===== config.mk =====
export PLATFORM = sky130hd
export DESIGN_NAME = standby_control
export DESIGN_NICKNAME = d
export VERILOG_FILES = /design/src/include/standby_pkg.sv /design/src/include/osc_wait_if.sv /design/src/logic/standby_control.sv /design/src/logic/osc_wait_counter.sv
export SDC_FILE = /design/constraint.sdc
export NUM_CORES = 1
export LEC_CHECK = 0
export BUFFER_PORTS_ARGS = -buffer_cell sky130_fd_sc_hd__clkbuf_2
export CORE_UTILIZATION = 46
export CTS_CLUSTER_DIAMETER = 150
export CTS_CLUSTER_SIZE = 20
export DETAILED_ROUTE_END_ITERATION = 6
export PLACE_DENSITY_LB_ADDON = 0.08
export SETUP_SLACK_MARGIN = 0.1
export SYNTH_ARGS = -nofsm -noshare
export SYNTH_HDL_FRONTEND = slang
export SYNTH_SLANG_ARGS = --single-unit

===== constraint.sdc =====
create_clock -name CLK -period 2.9 [get_ports CLK]
set_input_delay 0.435 -clock CLK [delete_from_list [all_inputs] [get_ports CLK]]
set_output_delay 0.435 -clock CLK [all_outputs]
set_load 0.02 [all_outputs]

===== src/include/standby_pkg.sv =====
// Purpose: Shared constants and types for the standby entry/release control
// Assumes: 125 MHz system clock, AXI4-Lite register access, 32-bit data
// Notes:   Offsets are byte addresses; every register is one aligned word

package standby_pkg;

  // ----------------------------------------------------------------------
  // Register map
  // ----------------------------------------------------------------------
  localparam int          ADDR_W          = 8;
  localparam logic [7:0]  ADDR_STATUS     = 8'h00;
  localparam logic [7:0]  ADDR_WAIT_LEN   = 8'h04;
  localparam logic [1:0]  RESP_OKAY       = 2'h0;
  localparam logic [1:0]  RESP_SLVERR     = 2'h2;

  // Status register fields
  localparam int          STAT_STATE_LSB  = 0;
  localparam int          STAT_FLAG_BIT   = 5;
  localparam int          STAT_ZERO_BIT   = 6;

  // ----------------------------------------------------------------------
  // Standby operand decode
  // ----------------------------------------------------------------------
  localparam logic [2:0]  OP_DEEP_ALL_A   = 3'h0;
  localparam logic [2:0]  OP_DEEP_ALL_B   = 3'h3;
  localparam logic [2:0]  OP_DEEP_KEY0    = 3'h6;
  localparam logic [2:0]  OP_LIGHT        = 3'h5;
  localparam int          OP_SENSE_BIT    = 3;
  localparam int          KEY_IO_W        = 8;
  localparam int          KEY_IN_W        = 4;
  localparam int          SENSE_W         = 3;
  localparam int          TIMER_W         = 10;
  localparam int          PCR_W           = 8;
  localparam logic [7:0]  KEY_IO_ONLY_ZERO = 8'h01;
  localparam int          PCR_S0_INPUT_BIT = 0;
  localparam int          PCR_S1_INPUT_BIT = 2;
  localparam int          PCR_S2_WAKE_BIT  = 3;

  // ----------------------------------------------------------------------
  // Timing
  // ----------------------------------------------------------------------
  localparam int unsigned CLK_PERIOD_NS   = 8;
  localparam int unsigned OSC_WAIT_NS     = 230000;
  // Least wait: round up to whole cycles
  localparam int unsigned OSC_WAIT_CYCLES =
    (OSC_WAIT_NS + CLK_PERIOD_NS - 1) / CLK_PERIOD_NS;
  localparam int          WAIT_W          = 16;

  // ----------------------------------------------------------------------
  // Sleep sequencer states
  // ----------------------------------------------------------------------
  typedef enum logic [4:0] {
    ST_RUN      = 5'h01,
    ST_DEFER    = 5'h02,
    ST_DEEP     = 5'h04,
    ST_OSC_WAIT = 5'h08,
    ST_LIGHT    = 5'h10
  } sleep_state_e;

endpackage : standby_pkg


===== src/include/osc_wait_if.sv =====
// Purpose: Carrier between the sleep sequencer and the oscillator wait timer
// Assumes: Single clock domain
// Notes:   start is a one-cycle pulse; done is a one-cycle pulse

`timescale 1ns/1ps
`default_nettype none

interface osc_wait_if;
  import standby_pkg::*;
  logic              start;
  logic [WAIT_W-1:0] len;
  logic              done;
  logic              busy;
  modport ctrl    (output start, output len, input done, input busy);
  modport counter (input start, input len, output done, output busy);
endinterface : osc_wait_if

`default_nettype wire


===== src/logic/standby_control.sv =====
// Purpose: Standby entry and release control for a 4-bit core
// Assumes: STBY_EXEC is a one-cycle pulse from the instruction sequencer
// Notes:   Clock keeps running here; OSC_STOP tells the clock gate to stop
//
// Operation
// Sleep entered only by standby instruction, and only with wake flag clear.
// Leaving any sleep, by supply reset or wake condition, sets wake flag.
// Standby with flag set: no sleep; flag takes the wake condition value.
// Wake condition already true at execution: skip sleep, set wake flag.
// Reset wake resumes at address 0; condition wake resumes after instruction.
// Codes 000/011: deep sleep, all key I/O high, any key input wakes.
// Code 110: deep sleep, only key I/O zero high, key input wakes.
// Operand bit 3 adds qualified sense pins as deep-sleep wake sources.
// Sense 0/1 need input mode bits 0/2; sense 2 needs bit 3.
// Code 101: light sleep, no precondition, wakes when timer reaches zero.
// Undefined operand or unmet precondition triggers an internal reset.
// Deep sleep deferred until timer count and output enable are zero.
// Deep wake runs oscillator wait; returns to deep if condition gone.
// Program puts an idle instruction first after a deep-sleep wake.
// Deep sleep stops the oscillator; light sleep halts only execution.
// Oscillator wait is a cycle counter of parameterised length.

`timescale 1ns/1ps
`default_nettype none

module standby_control #(
  parameter int unsigned OSC_WAIT_LEN = standby_pkg::OSC_WAIT_CYCLES
) (
  input  wire logic                              CLK,
  input  wire logic                              RST_N,
  input  wire logic                              AWVALID,
  output var  logic                              AWREADY,
  input  wire logic [standby_pkg::ADDR_W-1:0]    AWADDR,
  input  wire logic [2:0]                        AWPROT,
  input  wire logic                              WVALID,
  output var  logic                              WREADY,
  input  wire logic [31:0]                       WDATA,
  input  wire logic [3:0]                        WSTRB,
  output var  logic                              BVALID,
  input  wire logic                              BREADY,
  output var  logic [1:0]                        BRESP,
  input  wire logic                              ARVALID,
  output var  logic                              ARREADY,
  input  wire logic [standby_pkg::ADDR_W-1:0]    ARADDR,
  input  wire logic [2:0]                        ARPROT,
  output var  logic                              RVALID,
  input  wire logic                              RREADY,
  output var  logic [31:0]                       RDATA,
  output var  logic [1:0]                        RRESP,
  input  wire logic                              STBY_EXEC,
  input  wire logic [3:0]                        STBY_OPERAND,
  input  wire logic                              FLAG_WR,
  input  wire logic                              FLAG_WR_VAL,
  input  wire logic [standby_pkg::KEY_IO_W-1:0]  KEY_IO_PINS_HIGH,
  input  wire logic [standby_pkg::KEY_IN_W-1:0]  KEY_INPUT_PINS,
  input  wire logic [standby_pkg::SENSE_W-1:0]   SENSE_PINS,
  input  wire logic [standby_pkg::PCR_W-1:0]     PIN_CONTROL_REG,
  input  wire logic [standby_pkg::TIMER_W-1:0]   TIMER_COUNT,
  input  wire logic                              TIMER_OUTPUT_ENABLE,
  input  wire logic                              SUPPLY_MONITOR_RESET,
  output var  logic                              WAKE_FLAG,
  output var  logic                              CORE_HALT,
  output var  logic                              OSC_STOP,
  output var  logic                              INTERNAL_RESET,
  output var  logic                              RESUME_VALID,
  output var  logic                              RESUME_AT_ZERO
);
  import standby_pkg::*;

  // Refuse a wait the counter cannot hold
  if (OSC_WAIT_LEN < 1 || OSC_WAIT_LEN > 65535) begin : g_bad_wait
    $error("OSC_WAIT_LEN out of range");
  end

  // ----------------------------------------------------------------------
  // Pin synchronisers
  // ----------------------------------------------------------------------
  // Key input, sense and supply pins are asynchronous; only the second stage is read
  logic [KEY_IN_W-1:0] key_meta_r, key_s_r;
  logic [SENSE_W-1:0]  sns_meta_r, sns_s_r;
  logic                sup_meta_r, sup_s_r;
  always_ff @(posedge CLK or negedge RST_N) begin
    if (!RST_N) begin
      key_meta_r <= '0;
      key_s_r    <= '0;
      sns_meta_r <= '0;
      sns_s_r    <= '0;
      sup_meta_r <= 1'b0;
      sup_s_r    <= 1'b0;
    end else begin
      key_meta_r <= KEY_INPUT_PINS;
      key_s_r    <= key_meta_r;
      sns_meta_r <= SENSE_PINS;
      sns_s_r    <= sns_meta_r;
      sup_meta_r <= SUPPLY_MONITOR_RESET;
      sup_s_r    <= sup_meta_r;
    end
  end

  // ----------------------------------------------------------------------
  // Operand decode and wake conditions
  // ----------------------------------------------------------------------
  sleep_state_e state_r, state_nxt;
  logic [3:0]   op_r, op_nxt;
  logic [3:0]   cur_op;
  logic [2:0]   low;
  logic         is_deep, is_light, precond_ok, legal;
  logic         sense_qual, deep_wake, timer_zero, timer_busy, wake_cond;
  logic [WAIT_W-1:0] wait_len_r;

  // In sleep the latched operand selects the wake sources
  assign cur_op     = (state_r == ST_RUN) ? STBY_OPERAND : op_r;
  assign low        = cur_op[2:0];
  assign is_deep    = (low == OP_DEEP_ALL_A) || (low == OP_DEEP_ALL_B) ||
                      (low == OP_DEEP_KEY0);
  assign is_light   = (low == OP_LIGHT);
  assign legal      = is_deep || is_light;
  assign precond_ok = is_light ||
    (((low == OP_DEEP_ALL_A) || (low == OP_DEEP_ALL_B)) &&
     (&KEY_IO_PINS_HIGH)) ||
    ((low == OP_DEEP_KEY0) && (KEY_IO_PINS_HIGH == KEY_IO_ONLY_ZERO));
  // Sense pins wake only when configured for it
  assign sense_qual =
    (sns_s_r[0] && PIN_CONTROL_REG[PCR_S0_INPUT_BIT]) ||
    (sns_s_r[1] && PIN_CONTROL_REG[PCR_S1_INPUT_BIT]) ||
    (sns_s_r[2] && PIN_CONTROL_REG[PCR_S2_WAKE_BIT]);
  assign deep_wake  = (|key_s_r) ||
                      (cur_op[OP_SENSE_BIT] && sense_qual);
  assign timer_zero = (TIMER_COUNT == '0);
  assign timer_busy = !timer_zero || TIMER_OUTPUT_ENABLE;
  assign wake_cond  = is_light ? timer_zero : deep_wake;

  // ----------------------------------------------------------------------
  // Sleep sequencer
  // ----------------------------------------------------------------------
  osc_wait_if ow ();
  logic flag_r, flag_nxt, halt_nxt, osc_nxt, irst_nxt, res_nxt, zero_nxt;
  logic halt_r, osc_r, irst_r, res_r, zero_r;
  logic start_c;

  // Sequencer writes to the flag first so hardware sets override them
  always_comb begin
    state_nxt = state_r;
    op_nxt    = op_r;
    flag_nxt  = FLAG_WR ? FLAG_WR_VAL : flag_r;
    irst_nxt  = 1'b0;
    res_nxt   = 1'b0;
    zero_nxt  = zero_r;
    start_c   = 1'b0;
    unique case (state_r)
      ST_RUN: begin
        if (STBY_EXEC) begin
          if (!legal || !precond_ok) begin
            irst_nxt = 1'b1;
          end else if (flag_r) begin
            flag_nxt = wake_cond;
            res_nxt  = 1'b1;
            zero_nxt = 1'b0;
          end else if (wake_cond) begin
            flag_nxt = 1'b1;
            res_nxt  = 1'b1;
            zero_nxt = 1'b0;
          end else begin
            op_nxt = STBY_OPERAND;
            if (is_light) begin
              state_nxt = ST_LIGHT;
            end else if (timer_busy) begin
              state_nxt = ST_DEFER;
            end else begin
              state_nxt = ST_DEEP;
            end
          end
        end
      end
      ST_DEFER: begin
        if (!timer_busy) begin
          state_nxt = ST_DEEP;
        end
      end
      ST_DEEP: begin
        if (wake_cond) begin
          state_nxt = ST_OSC_WAIT;
          start_c   = 1'b1;
        end
      end
      ST_OSC_WAIT: begin
        if (ow.done) begin
          if (wake_cond) begin
            state_nxt = ST_RUN;
            flag_nxt  = 1'b1;
            res_nxt   = 1'b1;
            zero_nxt  = 1'b0;
          end else begin
            state_nxt = ST_DEEP;
          end
        end
      end
      ST_LIGHT: begin
        if (wake_cond) begin
          state_nxt = ST_RUN;
          flag_nxt  = 1'b1;
          res_nxt   = 1'b1;
          zero_nxt  = 1'b0;
        end
      end
      default: begin
        state_nxt = ST_RUN;
      end
    endcase
    // Supply reset leaves any sleep and restarts at address zero
    if (sup_s_r && state_r != ST_RUN) begin
      state_nxt = ST_RUN;
      flag_nxt  = 1'b1;
      res_nxt   = 1'b1;
      zero_nxt  = 1'b1;
      start_c   = 1'b0;
    end
    halt_nxt = (state_nxt != ST_RUN);
    osc_nxt  = (state_nxt == ST_DEEP);
  end

  always_ff @(posedge CLK or negedge RST_N) begin
    if (!RST_N) begin
      state_r <= ST_RUN;
      op_r    <= '0;
      flag_r  <= 1'b0;
      halt_r  <= 1'b0;
      osc_r   <= 1'b0;
      irst_r  <= 1'b0;
      res_r   <= 1'b0;
      zero_r  <= 1'b0;
    end else begin
      state_r <= state_nxt;
      op_r    <= op_nxt;
      flag_r  <= flag_nxt;
      halt_r  <= halt_nxt;
      osc_r   <= osc_nxt;
      irst_r  <= irst_nxt;
      res_r   <= res_nxt;
      zero_r  <= zero_nxt;
    end
  end

  assign ow.start = start_c;
  assign ow.len   = wait_len_r;

  osc_wait_counter u_wait (
    .clk   (CLK),
    .rst_n (RST_N),
    .w     (ow.counter)
  );

  assign WAKE_FLAG      = flag_r;
  assign CORE_HALT      = halt_r;
  assign OSC_STOP       = osc_r;
  assign INTERNAL_RESET = irst_r;
  assign RESUME_VALID   = res_r;
  assign RESUME_AT_ZERO = zero_r;

  // ----------------------------------------------------------------------
  // AXI4-Lite slave
  // ----------------------------------------------------------------------
  logic              awh_r, awh_nxt, wh_r, wh_nxt;
  logic [ADDR_W-1:0] awa_r, awa_nxt;
  logic [31:0]       wd_r, wd_nxt, rd_nxt, rd_r, stat;
  logic [3:0]        ws_r, ws_nxt;
  logic [WAIT_W-1:0] wait_nxt;
  logic              awr_r, awr_nxt, wr_r, wr_nxt, bv_r, bv_nxt;
  logic              arr_r, arr_nxt, rv_r, rv_nxt;
  logic [1:0]        br_r, br_nxt, rr_r, rr_nxt;

  always_comb begin
    stat = '0;
    stat[STAT_STATE_LSB +: 5] = state_r;
    stat[STAT_FLAG_BIT]       = flag_r;
    stat[STAT_ZERO_BIT]       = zero_r;
  end

  // Address and data are taken in either order; one write at a time
  always_comb begin
    awh_nxt = awh_r;  awa_nxt = awa_r;
    wh_nxt  = wh_r;   wd_nxt  = wd_r;   ws_nxt = ws_r;
    bv_nxt  = bv_r;   br_nxt  = br_r;   wait_nxt = wait_len_r;
    rv_nxt  = rv_r;   rr_nxt  = rr_r;   rd_nxt = rd_r;
    arr_nxt = arr_r;
    if (AWVALID && awr_r) begin
      awh_nxt = 1'b1;
      awa_nxt = AWADDR;
    end
    if (WVALID && wr_r) begin
      wh_nxt = 1'b1;
      wd_nxt = WDATA;
      ws_nxt = WSTRB;
    end
    if (bv_r && BREADY) begin
      bv_nxt = 1'b0;
    end
    if (awh_r && wh_r && !bv_r) begin
      bv_nxt  = 1'b1;
      awh_nxt = 1'b0;
      wh_nxt  = 1'b0;
      br_nxt  = RESP_OKAY;
      if (awa_r == ADDR_WAIT_LEN) begin
        for (int i = 0; i < WAIT_W / 8; i++) begin
          if (ws_r[i]) begin
            wait_nxt[i*8 +: 8] = wd_r[i*8 +: 8];
          end
        end
      end else if (awa_r != ADDR_STATUS) begin
        br_nxt = RESP_SLVERR; // Unmapped address; status writes are ignored with OKAY
      end
    end
    awr_nxt = !awh_nxt;
    wr_nxt  = !wh_nxt;
    // Read answers one cycle after the address is taken
    if (ARVALID && arr_r) begin
      rv_nxt  = 1'b1;
      arr_nxt = 1'b0;
      rr_nxt  = RESP_OKAY;
      if (ARADDR == ADDR_STATUS) begin
        rd_nxt = stat;
      end else if (ARADDR == ADDR_WAIT_LEN) begin
        rd_nxt = {{(32-WAIT_W){1'b0}}, wait_len_r};
      end else begin
        rd_nxt = '0;
        rr_nxt = RESP_SLVERR;
      end
    end else if (rv_r && RREADY) begin
      rv_nxt  = 1'b0;
      arr_nxt = 1'b1;
    end
  end

  always_ff @(posedge CLK or negedge RST_N) begin
    if (!RST_N) begin
      awh_r <= 1'b0;  awa_r <= '0;  wh_r <= 1'b0;  wd_r <= '0;
      ws_r  <= '0;    bv_r  <= 1'b0; br_r <= RESP_OKAY;
      awr_r <= 1'b1;  wr_r  <= 1'b1; arr_r <= 1'b1;
      rv_r  <= 1'b0;  rr_r  <= RESP_OKAY; rd_r <= '0;
      wait_len_r <= WAIT_W'(OSC_WAIT_LEN);
    end else begin
      awh_r <= awh_nxt; awa_r <= awa_nxt; wh_r <= wh_nxt; wd_r <= wd_nxt;
      ws_r  <= ws_nxt;  bv_r  <= bv_nxt;  br_r <= br_nxt;
      awr_r <= awr_nxt; wr_r  <= wr_nxt;  arr_r <= arr_nxt;
      rv_r  <= rv_nxt;  rr_r  <= rr_nxt;  rd_r <= rd_nxt;
      wait_len_r <= wait_nxt;
    end
  end

  assign AWREADY = awr_r;
  assign WREADY  = wr_r;
  assign BVALID  = bv_r;
  assign BRESP   = br_r;
  assign ARREADY = arr_r;
  assign RVALID  = rv_r;
  assign RDATA   = rd_r;
  assign RRESP   = rr_r;

  logic run_exec;
  assign run_exec = STBY_EXEC && state_r == ST_RUN && !sup_s_r;
endmodule : standby_control

`default_nettype wire


===== src/logic/osc_wait_counter.sv =====
// Purpose: Oscillator stabilisation wait after a deep-sleep wake
// Assumes: len is stable while start is high
// Notes:   A length of zero is served as one cycle

`timescale 1ns/1ps
`default_nettype none

module osc_wait_counter (
  input  wire logic       clk,
  input  wire logic       rst_n,
  osc_wait_if.counter     w
);
  import standby_pkg::*;

  logic [WAIT_W-1:0] cnt_r;
  logic [WAIT_W-1:0] cnt_nxt;
  logic              done_r;
  logic              done_nxt;

  // ----------------------------------------------------------------------
  // Down counter
  // ----------------------------------------------------------------------
  // Load on start, count to zero, pulse done on the last step
  always_comb begin
    cnt_nxt  = cnt_r;
    done_nxt = 1'b0;
    if (w.start) begin
      cnt_nxt = (w.len == '0) ? WAIT_W'(1) : w.len;
    end else if (cnt_r != '0) begin
      cnt_nxt = cnt_r - WAIT_W'(1);
      if (cnt_r == WAIT_W'(1)) begin
        done_nxt = 1'b1;
      end
    end
  end

  always_ff @(posedge clk or negedge rst_n) begin
    if (!rst_n) begin
      cnt_r  <= '0;
      done_r <= 1'b0;
    end else begin
      cnt_r  <= cnt_nxt;
      done_r <= done_nxt;
    end
  end

  assign w.done = done_r;
  assign w.busy = (cnt_r != '0);

  // ----------------------------------------------------------------------
  // Checks
  // ----------------------------------------------------------------------
  // Helper: cycles since the last start and the length it asked for
  logic [WAIT_W:0]   el_r;
  logic [WAIT_W-1:0] len_q_r;
  always_ff @(posedge clk or negedge rst_n) begin
    if (!rst_n) begin
      el_r    <= '0;
      len_q_r <= '0;
    end else if (w.start) begin
      el_r    <= (WAIT_W+1)'(1);
      len_q_r <= (w.len == '0) ? WAIT_W'(1) : w.len;
    end else begin
      el_r    <= el_r + (WAIT_W+1)'(1);
    end
  end
endmodule : osc_wait_counter

`default_nettype wire


# Word-level counts from Yosys, hierarchy flattened
# Cells that the tools add are included.
dict set report word_totals {
  regBits 133
  latch_bits 0
  ramBits 0
  rom_bits 0
  in_bits 107
  out_inout_bits 47
  wordCells 163
  memories 0
}
dict set report classes {
  add_sub_neg 1
  multipliers 0
  div_mod_pow 0
  order_cmp 0
  eq_ne 18
  n_shift 0
  n_mux 64
  bitwise 3
  reduce_logical 46
}
# operator n
set ops {}
lappend ops {{$mux W16} 5}
lappend ops {{$mux W5} 10}
lappend ops {{$mux W1} 38}
lappend ops {{$pmux W5 S5} 1}
lappend ops {{$eq A16 B1 Y1 const B} 1}
lappend ops {{$eq A8 B3 Y1 const B} 2}
lappend ops {{$logic_not A16 Y1} 1}
lappend ops {{$reduce_bool A16 Y1} 1}
lappend ops {{$sub A16 B1 Y16 const B} 1}
lappend ops {{$logic_and A1 B1 Y1} 14}
lappend ops {{$eq A5 B3 Y1 const B} 2}
lappend ops {{$logic_not A10 Y1} 1}
lappend ops {{$logic_or A1 B1 Y1} 10}
lappend ops {{$ne A5 B1 Y1 const B} 2}
lappend ops {{$pmux W1 S3} 3}
lappend ops {{$eq A8 B1 Y1 const B} 1}
lappend ops {{$logic_not A8 Y1} 1}
lappend ops {{$mux W2} 4}
lappend ops {{$reduce_and A8 Y1} 1}
lappend ops {{$reduce_bool A8 Y1} 1}
lappend ops {{$eq A3 B3 Y1 const B} 2}
lappend ops {{$logic_not A1 Y1} 6}
lappend ops {{$mux W3} 2}
lappend ops {{$ne A3 B3 Y1 const B} 2}
lappend ops {{15 further kinds} 20}

# Logic depth before layout (Yosys ltp)
# Gate-level depths: netlist of the first run.
dict set report depth {
  word_depth 14
  ltp_mapped 9
  mapped_depth_nobuf 8
}

# Hierarchy
# From an unflattened synthesis of the first run, not the netlist that was laid out.
dict set report hier_totals {
  cells_unflattened 449
  area_unflattened_um2 5295.1
}
# module n_inst cells_each area_each_um2 seq_area_each_um2
set modules_own_cells {}
lappend modules_own_cells {standby_control 1 331 4194.0 2466.1}
lappend modules_own_cells {osc_wait_counter 1 118 1101.1 425.4}

# Worst setup path before layout of the first run
# OpenSTA, ideal clock, no wires.
dict set report synth_path {
  path_type {register to register}
  start {reg state_r[3]}
  end {reg u_wait.cnt_r[10]}
  setup_time_ns 0.125
  arrival_ns 2.359
  required_ns 2.775
  slack_ns 0.416
  stages_incl_launch_ff 9
  path_buffers 2
  period_less_slack_ns 2.484
  path_cell_list {dfrtp_1 > buf_6 > or3_1 > o2111a_1 > o21ai_1 > o41ai_2 > nor4_4 > buf_6 > mux2_4}
}
dict set report synth_between {
  elab_chain_len 9
  elab_cells_between_ends 14
  classes_between {eq/ne (4); mux (6); reduce/logical (4)}
}
# element line
set synth_rtl {}
lappend synth_rtl {{from (decl)} standby_control.sv:103} ;# sleep_state_e state_r, state_nxt;
lappend synth_rtl {{from (signal assigned)} standby_control.sv:233} ;# state_r <= state_nxt;
lappend synth_rtl {{branches (longest 7 deep; another with $eq A5 B1 Y1)} --}
lappend synth_rtl {{$mux W1 (*)} standby_control.sv:211} ;# if (sup_s_r && state_r != ST_RUN) begin
lappend synth_rtl {{$mux W16 / $reduce_bool A2 Y1 (equally long branches)} --}
lappend synth_rtl {{to (signal assigned)} osc_wait_counter.sv:42} ;# cnt_r <= cnt_nxt;
lappend synth_rtl {{to (decl)} osc_wait_counter.sv:15} ;# logic [WAIT_W-1:0] cnt_r;
# Every way passes the cells marked *.
# A chain may end at the register's enable or synchronous reset.

# Worst setup path in the final report of the first run
dict set report layout_path {
  start {reg state_r[1]}
  end {reg u_wait.cnt_r[2]}
}
# Same word-level chain as after synthesis.

==> out/qor.yml, run 1 <==
leakage_nw: 3.129
crit_cells: 8
cts_tree: "done"
synth-xor-area-share_pct: 1.809
grt_pass1_vias: 3776
yosys.area.top_type: "dfrtp_1"
first_pass_iters: 4
synthFlopType: "dfrtp_1"
endpoint: "u_wait.cnt_r[2]$_DFFE_PN0P_"
crit_path_cell_trace: "or3_1 -> o2111a_1 -> o21ai_1 -> o41ai_2 -> buf_4 -> nor4_4 -> buf_12 -> mux2_2"
setup_viol: 0
dieArea_sq_um: 12010
top_layer_used: "met4"
yosysSeqAreaShare_pct: 54.29
worst_ep_arrival_time_ps: 2970
synth-adder-area-share_pct: 0.4698
period_needed_ps: 2675
ys_types: 59
met2_length_mm: 5.307
reg2reg_depth: 8
core_sq_um: 11080
ys_top_cells_by_count: "104 x dfrtp_1, 56 x mux2_2, 32 x nand2_1"
cts-root-buf: "clkbuf_16"
wire_per_inst_um: 15.48
startpoint: "state_r[1]$_DFF_PN0_"
tightest_slew_ps: 842.8
cpMaxStageDelayCell: "or3_1"
worst_setup_path_end_kind: "flop"
synth_edf_count: 0
antenna_cells: 0
synth_simple_gate_area_share_pct: 13.08
max-cap-violations: 0
grt_pass1_wl_mm: 18.65
timing.fmax_ghz: 0.3739
hold_slack_ps: 122.4
synthArstFlopShare_pct: 100.0
portBuffers: 106
synth_most_common_cell: "dfrtp_1"
total_power_mw: 5.856
fin_cells: 731
drt_iter0_drc: 154
hold_path_class: "primary input to flop"
synth-seq-cells: 115
vias: 3898
rows: 38
layout-drive-gt1-share_pct: 40.10
crit-reg2reg-launch: "state_r[1]$_DFF_PN0_"
run_status: "finished clean"
start_kind: "flop"
syn_inst: 451
fin_crit_sh_pct: 92.23
crit_buf_inv: 2
finalSetupTns_ps: 0
place.gp.congestion: 0.8624
gr-usage-all-layers_pct: 20.96
powerDensity_nw_per_um2: 882.4
fill_cells: 926
ios: 154
slew_headroom_pct: 43.81
synth_compound_area_share_pct: 9.232
place_inst: 698
grt_overflow: 0
crit_required_ps: 3200
report.final.slew_viol_count: 0
ant_nets: 0
place.detailed.hpwl_mm: 8.117
drcViolationCount: 0
cts_buffer_depth: 2
synth_top_family_by_area: "multiplexers"
clkTransAtPathRegs_ps: 60
syn_area_per_cell_sq_um: 11.81
routed_wl_mm: 11.32
synth_top_area_share_pct: 48.86
ys_warn_count: 0
peakVddDrop_mv: 0.5941
reg2reg_slack_ps: 230
antenna_found_initial: 0
die_x_um: 109.6
wl_met1_mm: 5.096
critPathKind: "flop to flop"
synth_area_sq_um: 5326
cts_buffers: 17
fin_worst_skew_ps: 6.320
nets: 687
rsz0062_at_grt: "no"
syn2layout_area_growth_pct: 24.59
start_util_pct: 48.08
slowest_delay_ps: 510
synth_area_leaders: "dfrtp_1 49%, mux2_2 12%, dfstp_2 5.4%, buf_4 2.7%, mux2_4 2.3%"
cpLargestDelayFamily: "simple AND/OR/NAND/NOR gates"
die_h_um: 109.6
clock_latency_ps: 420
synth_mux_area_share_pct: 16.16
wl_met3_um: 710
grt_start_max_net_pins: 54
cp_max_fo: 17
r2r-end: "u_wait.cnt_r[2]$_DFFE_PN0P_"
h-tree-depth: 4
hold_viol: 0
cts_sinks: 115
vias_per_cell: 5.332
[layer usage]
metal  up-vias  GRT usage (%)
met5         -              0
met4         0          7.619
met3        23          7.825
met2       121          31.49
met1      1902          27.74
li1       1852              -
[stage by stage]
step	setup slack (ps)	utilization (%)	area, sq um
5_1_grt	116.2	59.91	6636
3_5_place_dp	188.0	54.45	6032
6_report	225.4	59.91	6636
4_1_cts	174.4	59.85	6630
3_3_place_gp	248.2	54.45	6032
2_1_floorplan	415.6	-	5390
[layout make-up]
type	instances	area [sq um]	share of cell area, %
Tap cell	140	175.2	2.640
Inverter	13	48.80	0.7353
Clock buffer	20	456.7	6.882
Clock inverter	12	131.4	1.980
Sequential cell	115	2892	43.57
Multi-Input combinational cell	308	2245	33.82
Timing Repair Buffer	123	688.2	10.37
[registers in the layout, summed over array words and instances (netlist names), 2 cells and up]
register      cells
ow.len           16
op_r              4
sns_s_r           3
key_s_r           4
awa_r             8
u_wait.cnt_r     16
sns_meta_r        3
wd_r             16
key_meta_r        4
state_r           5
ws_r              2
RDATA            16
[where the power goes]
part | leakage, nW | switching [mW] | total [mW] | internal, mW
sequential | 1.43 | 0.316 | 2.38 | 2.06
clock | 0.278 | 0.730 | 2.04 | 1.31
combinational | 1.43 | 0.705 | 1.44 | 0.739
[worst register-to-register path: cells and delay by family, from the launching register on]
family                 cells  cell delay, ps
AOI/OAI and AO/OA          3             620
buffers and inverters      2             400
DFF                        1             370
muxes                      1             350
and+or+nand+nor            2             820
[worst min-delay path by stage]
stage | from | endpoint | slack [ps] | cells past startpoint
6_report | SENSE_PINS[1] | sns_meta_r[1]$_DFF_PN0_ | 120 | 1
5_1_grt | SENSE_PINS[2] | sns_meta_r[2]$_DFF_PN0_ | 100 | 1
4_1_cts | SENSE_PINS[2] | sns_meta_r[2]$_DFF_PN0_ | 100 | 1
3_5_place_dp | key_meta_r[2]$_DFF_PN0_ | key_s_r[2]$_DFF_PN0_ | 340 | 0
3_3_place_gp | sns_meta_r[0]$_DFF_PN0_ | sns_s_r[0]$_DFF_PN0_ | 330 | 0
2_1_floorplan | RST_N | BRESP[1]$_DFFE_PN0P_ | 140 | 0
[cell usage in the layout (no fill, tap or decap), types with 3 or more instances in the layout]
cell type	count
xor2_1	4
dfrtp_1	104
nor4_1	12
clkbuf_16	17
or4_1	4
nand4_1	3
a21oi_1	12
clkbuf_2	105
dfstp_2	11
buf_4	15
clkinvlp_4	4
nand3b_1	3
nand2_1	32
nand2b_1	7
xnor2_1	7
nand3_1	10
nor2_1	28
clkinv_2	3
nor3_1	12
mux2_4	8
inv_1	13
mux2_2	56
mux2i_1	11
or3_1	6
o21ai_0	17
a22o_1	9
a211oi_1	3
conb_1	18
a31oi_1	3
[cells by family after synthesis]
kind of cell             after synthesis
XOR/XNOR                              11
buffers and inverters                 45
AND/OR/NAND/NOR                      132
flip-flops                           115
other                                  1
AO/OA/AOI/OAI                         70
adder cells (fa/ha/maj)                2
multiplexers                          75
[repair_timing]
| item | 4_1_cts | 5_1_grt |
|---|---|---|
| hold buffers | 1 | 0 |
| hold endpoints to repair | 19 | 0 |
| buffers inserted | 0 | 0 |
| setup endpoints to repair | 0 | 4 |
| resized for setup | 0 | 1 |
Power figures use the tool's default switching activity.
==> run 2, diff against run 1 <==
==> constraint.sdc (replaced) <==
create_clock -name CLK -period 2.86 [get_ports CLK]
set_input_delay 0.429 -clock CLK [delete_from_list [all_inputs] [get_ports CLK]]
set_output_delay 0.429 -clock CLK [all_outputs]
set_load 0.02 [all_outputs]
==> run 2 against run 1 <==
  * Power up 4.0%
  * Register-to-register slack gained 90 ps
  * Clock skew grew 9.6 ps
  * Routed wire length fell by 1.9%
  * Clock power increased by 9%
  * Utilization increased by 0.29 points
  * Die area stayed put
  * Non-clock buffer count did not move
  * Critical path type unchanged
  * Critical endpoint unchanged
  * Largest power group unchanged
==> out/qor.yml, run 2 (synthesized netlist as in run 1, its figures left out) <==
run_status: "finished clean"
wire_per_inst_um: 15.19  # -1.9%
hold_path_class: "primary input to flop"
crit_path_cell_trace: "or3_1 -> o2111a_1 -> o21ai_1 -> o41ai_2 -> buf_4 -> nor4_4 -> buf_12 -> mux2_2"
rows: 38  # unchanged
cts_buffer_depth: 2  # unchanged
wl_met1_mm: 5.142  # +0.90%
grt_overflow: 0  # unchanged
final_common_cell: "clkbuf_2"
max-cap-violations: 0  # unchanged
first_pass_iters: 5  # +1
wl_met3_um: 562  # -21%
power.switching_mw: 1.771  # +1.1%
crit_required_ps: 3150  # -50 ps
cts-root-buf: "clkbuf_16"
clock_latency_ps: 420  # about the same
fill_cells: 906  # -2.2%
fin_worst_skew_ps: 15.90  # +9.585 ps
drcViolationCount: 0  # unchanged
finalSetupTns_ps: 0  # unchanged
slowest_delay_ps: 440  # -70 ps
syn2layout_area_growth_pct: 25.21
clkTransAtPathRegs_ps: 50  # about the same
core_sq_um: 11080  # unchanged
place.gp.congestion: 0.8760  # +1.6%
h-tree-depth: 4  # unchanged
routed_wl_mm: 11.11  # -1.9%
powerDensity_nw_per_um2: 913.2  # +3.5%
ios: 154  # unchanged
final_cell_mix: "105 x clkbuf_2, 104 x dfrtp_1, 56 x mux2_2"
die_h_um: 109.6  # unchanged
met2_length_mm: 5.277  # -0.57%
grt_start_max_net_pins: 54  # unchanged
period_needed_ps: 2542  # -132.7 ps
worst_setup_path_end_kind: "flop"
seq_power_share_pct: 39.6  # -1.0 points
grt_pass1_wl_mm: 18.51  # -0.78%
portBuffers: 106  # unchanged
dp_slack_ps: 343.1  # +155.1 ps
rsz0062_at_grt: "no"
timing.fmax_ghz: 0.3934  # +5.2%
cts_buffers: 17  # unchanged
swShare_pct: 29.07  # -0.82 points
tightest_slew_ps: 831.2  # -11.56 ps
hold_slack_ps: 118.3  # -4.053 ps
detailed_place.area_sq_um: 6032  # unchanged
layout_setup_ws_ps: 318.1  # +92.65 ps
grt_pass1_vias: 3752  # -0.64%
crit_buf_inv: 2  # unchanged
drt_iter0_drc: 120  # -22%
p_int_mw: 4.320  # +5.2%
peakVddDrop_mv: 0.5524  # -7.0%
ant_nets: 0  # unchanged
clock_power_share_pct: 36.5  # +1.7 points
antenna_cells: 0  # unchanged
vias_per_cell: 5.279  # -1.0%
cpLargestDelayFamily: "simple AND/OR/NAND/NOR gates"
cts_sinks: 115  # unchanged
top_layer_used: "met4"
leakage_nw: 3.139  # +0.33%
vias: 3859  # -1.0%
setup_viol: 0  # unchanged
comb_power_share_pct: 23.9  # -0.8 points
report.final.slew_viol_count: 0  # unchanged
cpMaxStageDelayCell: "or3_1"
stdcell_area_sq_um: 6669  # +0.49%
gr-usage-all-layers_pct: 20.76  # -0.21 points
start_kind: "flop"
critPathKind: "flop to flop"
dieArea_sq_um: 12010  # unchanged
worst_ep_arrival_time_ps: 2830  # -140 ps
place.detailed.hpwl_mm: 8.096  # -0.25%
hold_viol: 0  # unchanged
layout-drive-gt1-share_pct: 39.76  # -0.34 points
cp_max_fo: 17  # unchanged
antenna_found_initial: 0  # unchanged
nets: 687  # unchanged
die_x_um: 109.6  # unchanged
slew_headroom_pct: 44.58  # +0.77 points
fin_crit_sh_pct: 88.88  # -3.3 points
start_util_pct: 48.08  # unchanged
cts_tree: "done"
run 2: path summary, 6_finish.rpt:
| path | startpoint | end | slack (ps) | cells past startpoint |
|---|---|---|---|---|
| max | state_r[1]$_DFF_PN0_ | u_wait.cnt_r[2]$_DFFE_PN0P_ | 320 | 8 |
| min | SENSE_PINS[0] | sns_meta_r[0]$_DFF_PN0_ | 120 | 1 |
| max reg2reg | state_r[1]$_DFF_PN0_ | u_wait.cnt_r[2]$_DFFE_PN0P_ | 320 | 8 |
| min reg2reg | key_meta_r[0]$_DFF_PN0_ | key_s_r[0]$_DFF_PN0_ | 350 | 0 |
| max in group asynchronous | RST_N | ow.len[12]$_DFFE_PN1P_ | 1550 | 3 |
| min in group asynchronous | RST_N | RDATA[3]$_DFFE_PN0P_ | 460 | 2 |
run 2: area by class of cell:
type / instances / area [sq um] / area share (%)
multi-input combinational: 308 / 2238 / 33.56
tap: 140 / 175.2 / 2.627
clock buffer: 20 / 446.7 / 6.698
clock inverter: 12 / 180.2 / 2.702
sequential: 115 / 2892 / 43.36
timing repair buffer: 123 / 688.2 / 10.32
inverter: 13 / 48.80 / 0.7317
run 2: power by group through the flow:
stage / Sequential (mW) / Combinational [mW] / Clock [mW]
3_5_place_dp: 2.43 / 1.46 / 0
4_1_cts: 2.41 / 1.48 / 2.27
5_1_grt: 2.47 / 1.64 / 2.34
3_3_place_gp: 2.41 / 1.42 / 0
6_report: 2.41 / 1.46 / 2.22
2_1_floorplan: 2.41 / 1.06 / 0
run 2: per-stage QoR:
step                util, %  power (mW)  instances
floorplan                 -       3.470        468
CTS                   60.20       6.157        731
global placement      54.45       3.832        698
finish                60.20       6.090        731
global route          60.20       6.455        731
detailed placement    54.45       3.894        698
run 2: layer usage:
layer,track usage (%),up-vias
met5,0,-
met4,8.667,0
met3,6.698,12
met2,31.22,101
met1,27.63,1892
li1,-,1854
run 2: what timing repair did:
item | CTS | global route
hold endpoints to repair | 19 | 0
buffers inserted | 0 | 0
gates resized for setup | 0 | 0
setup endpoints to repair | 0 | 0
hold buffers | 1 | 0
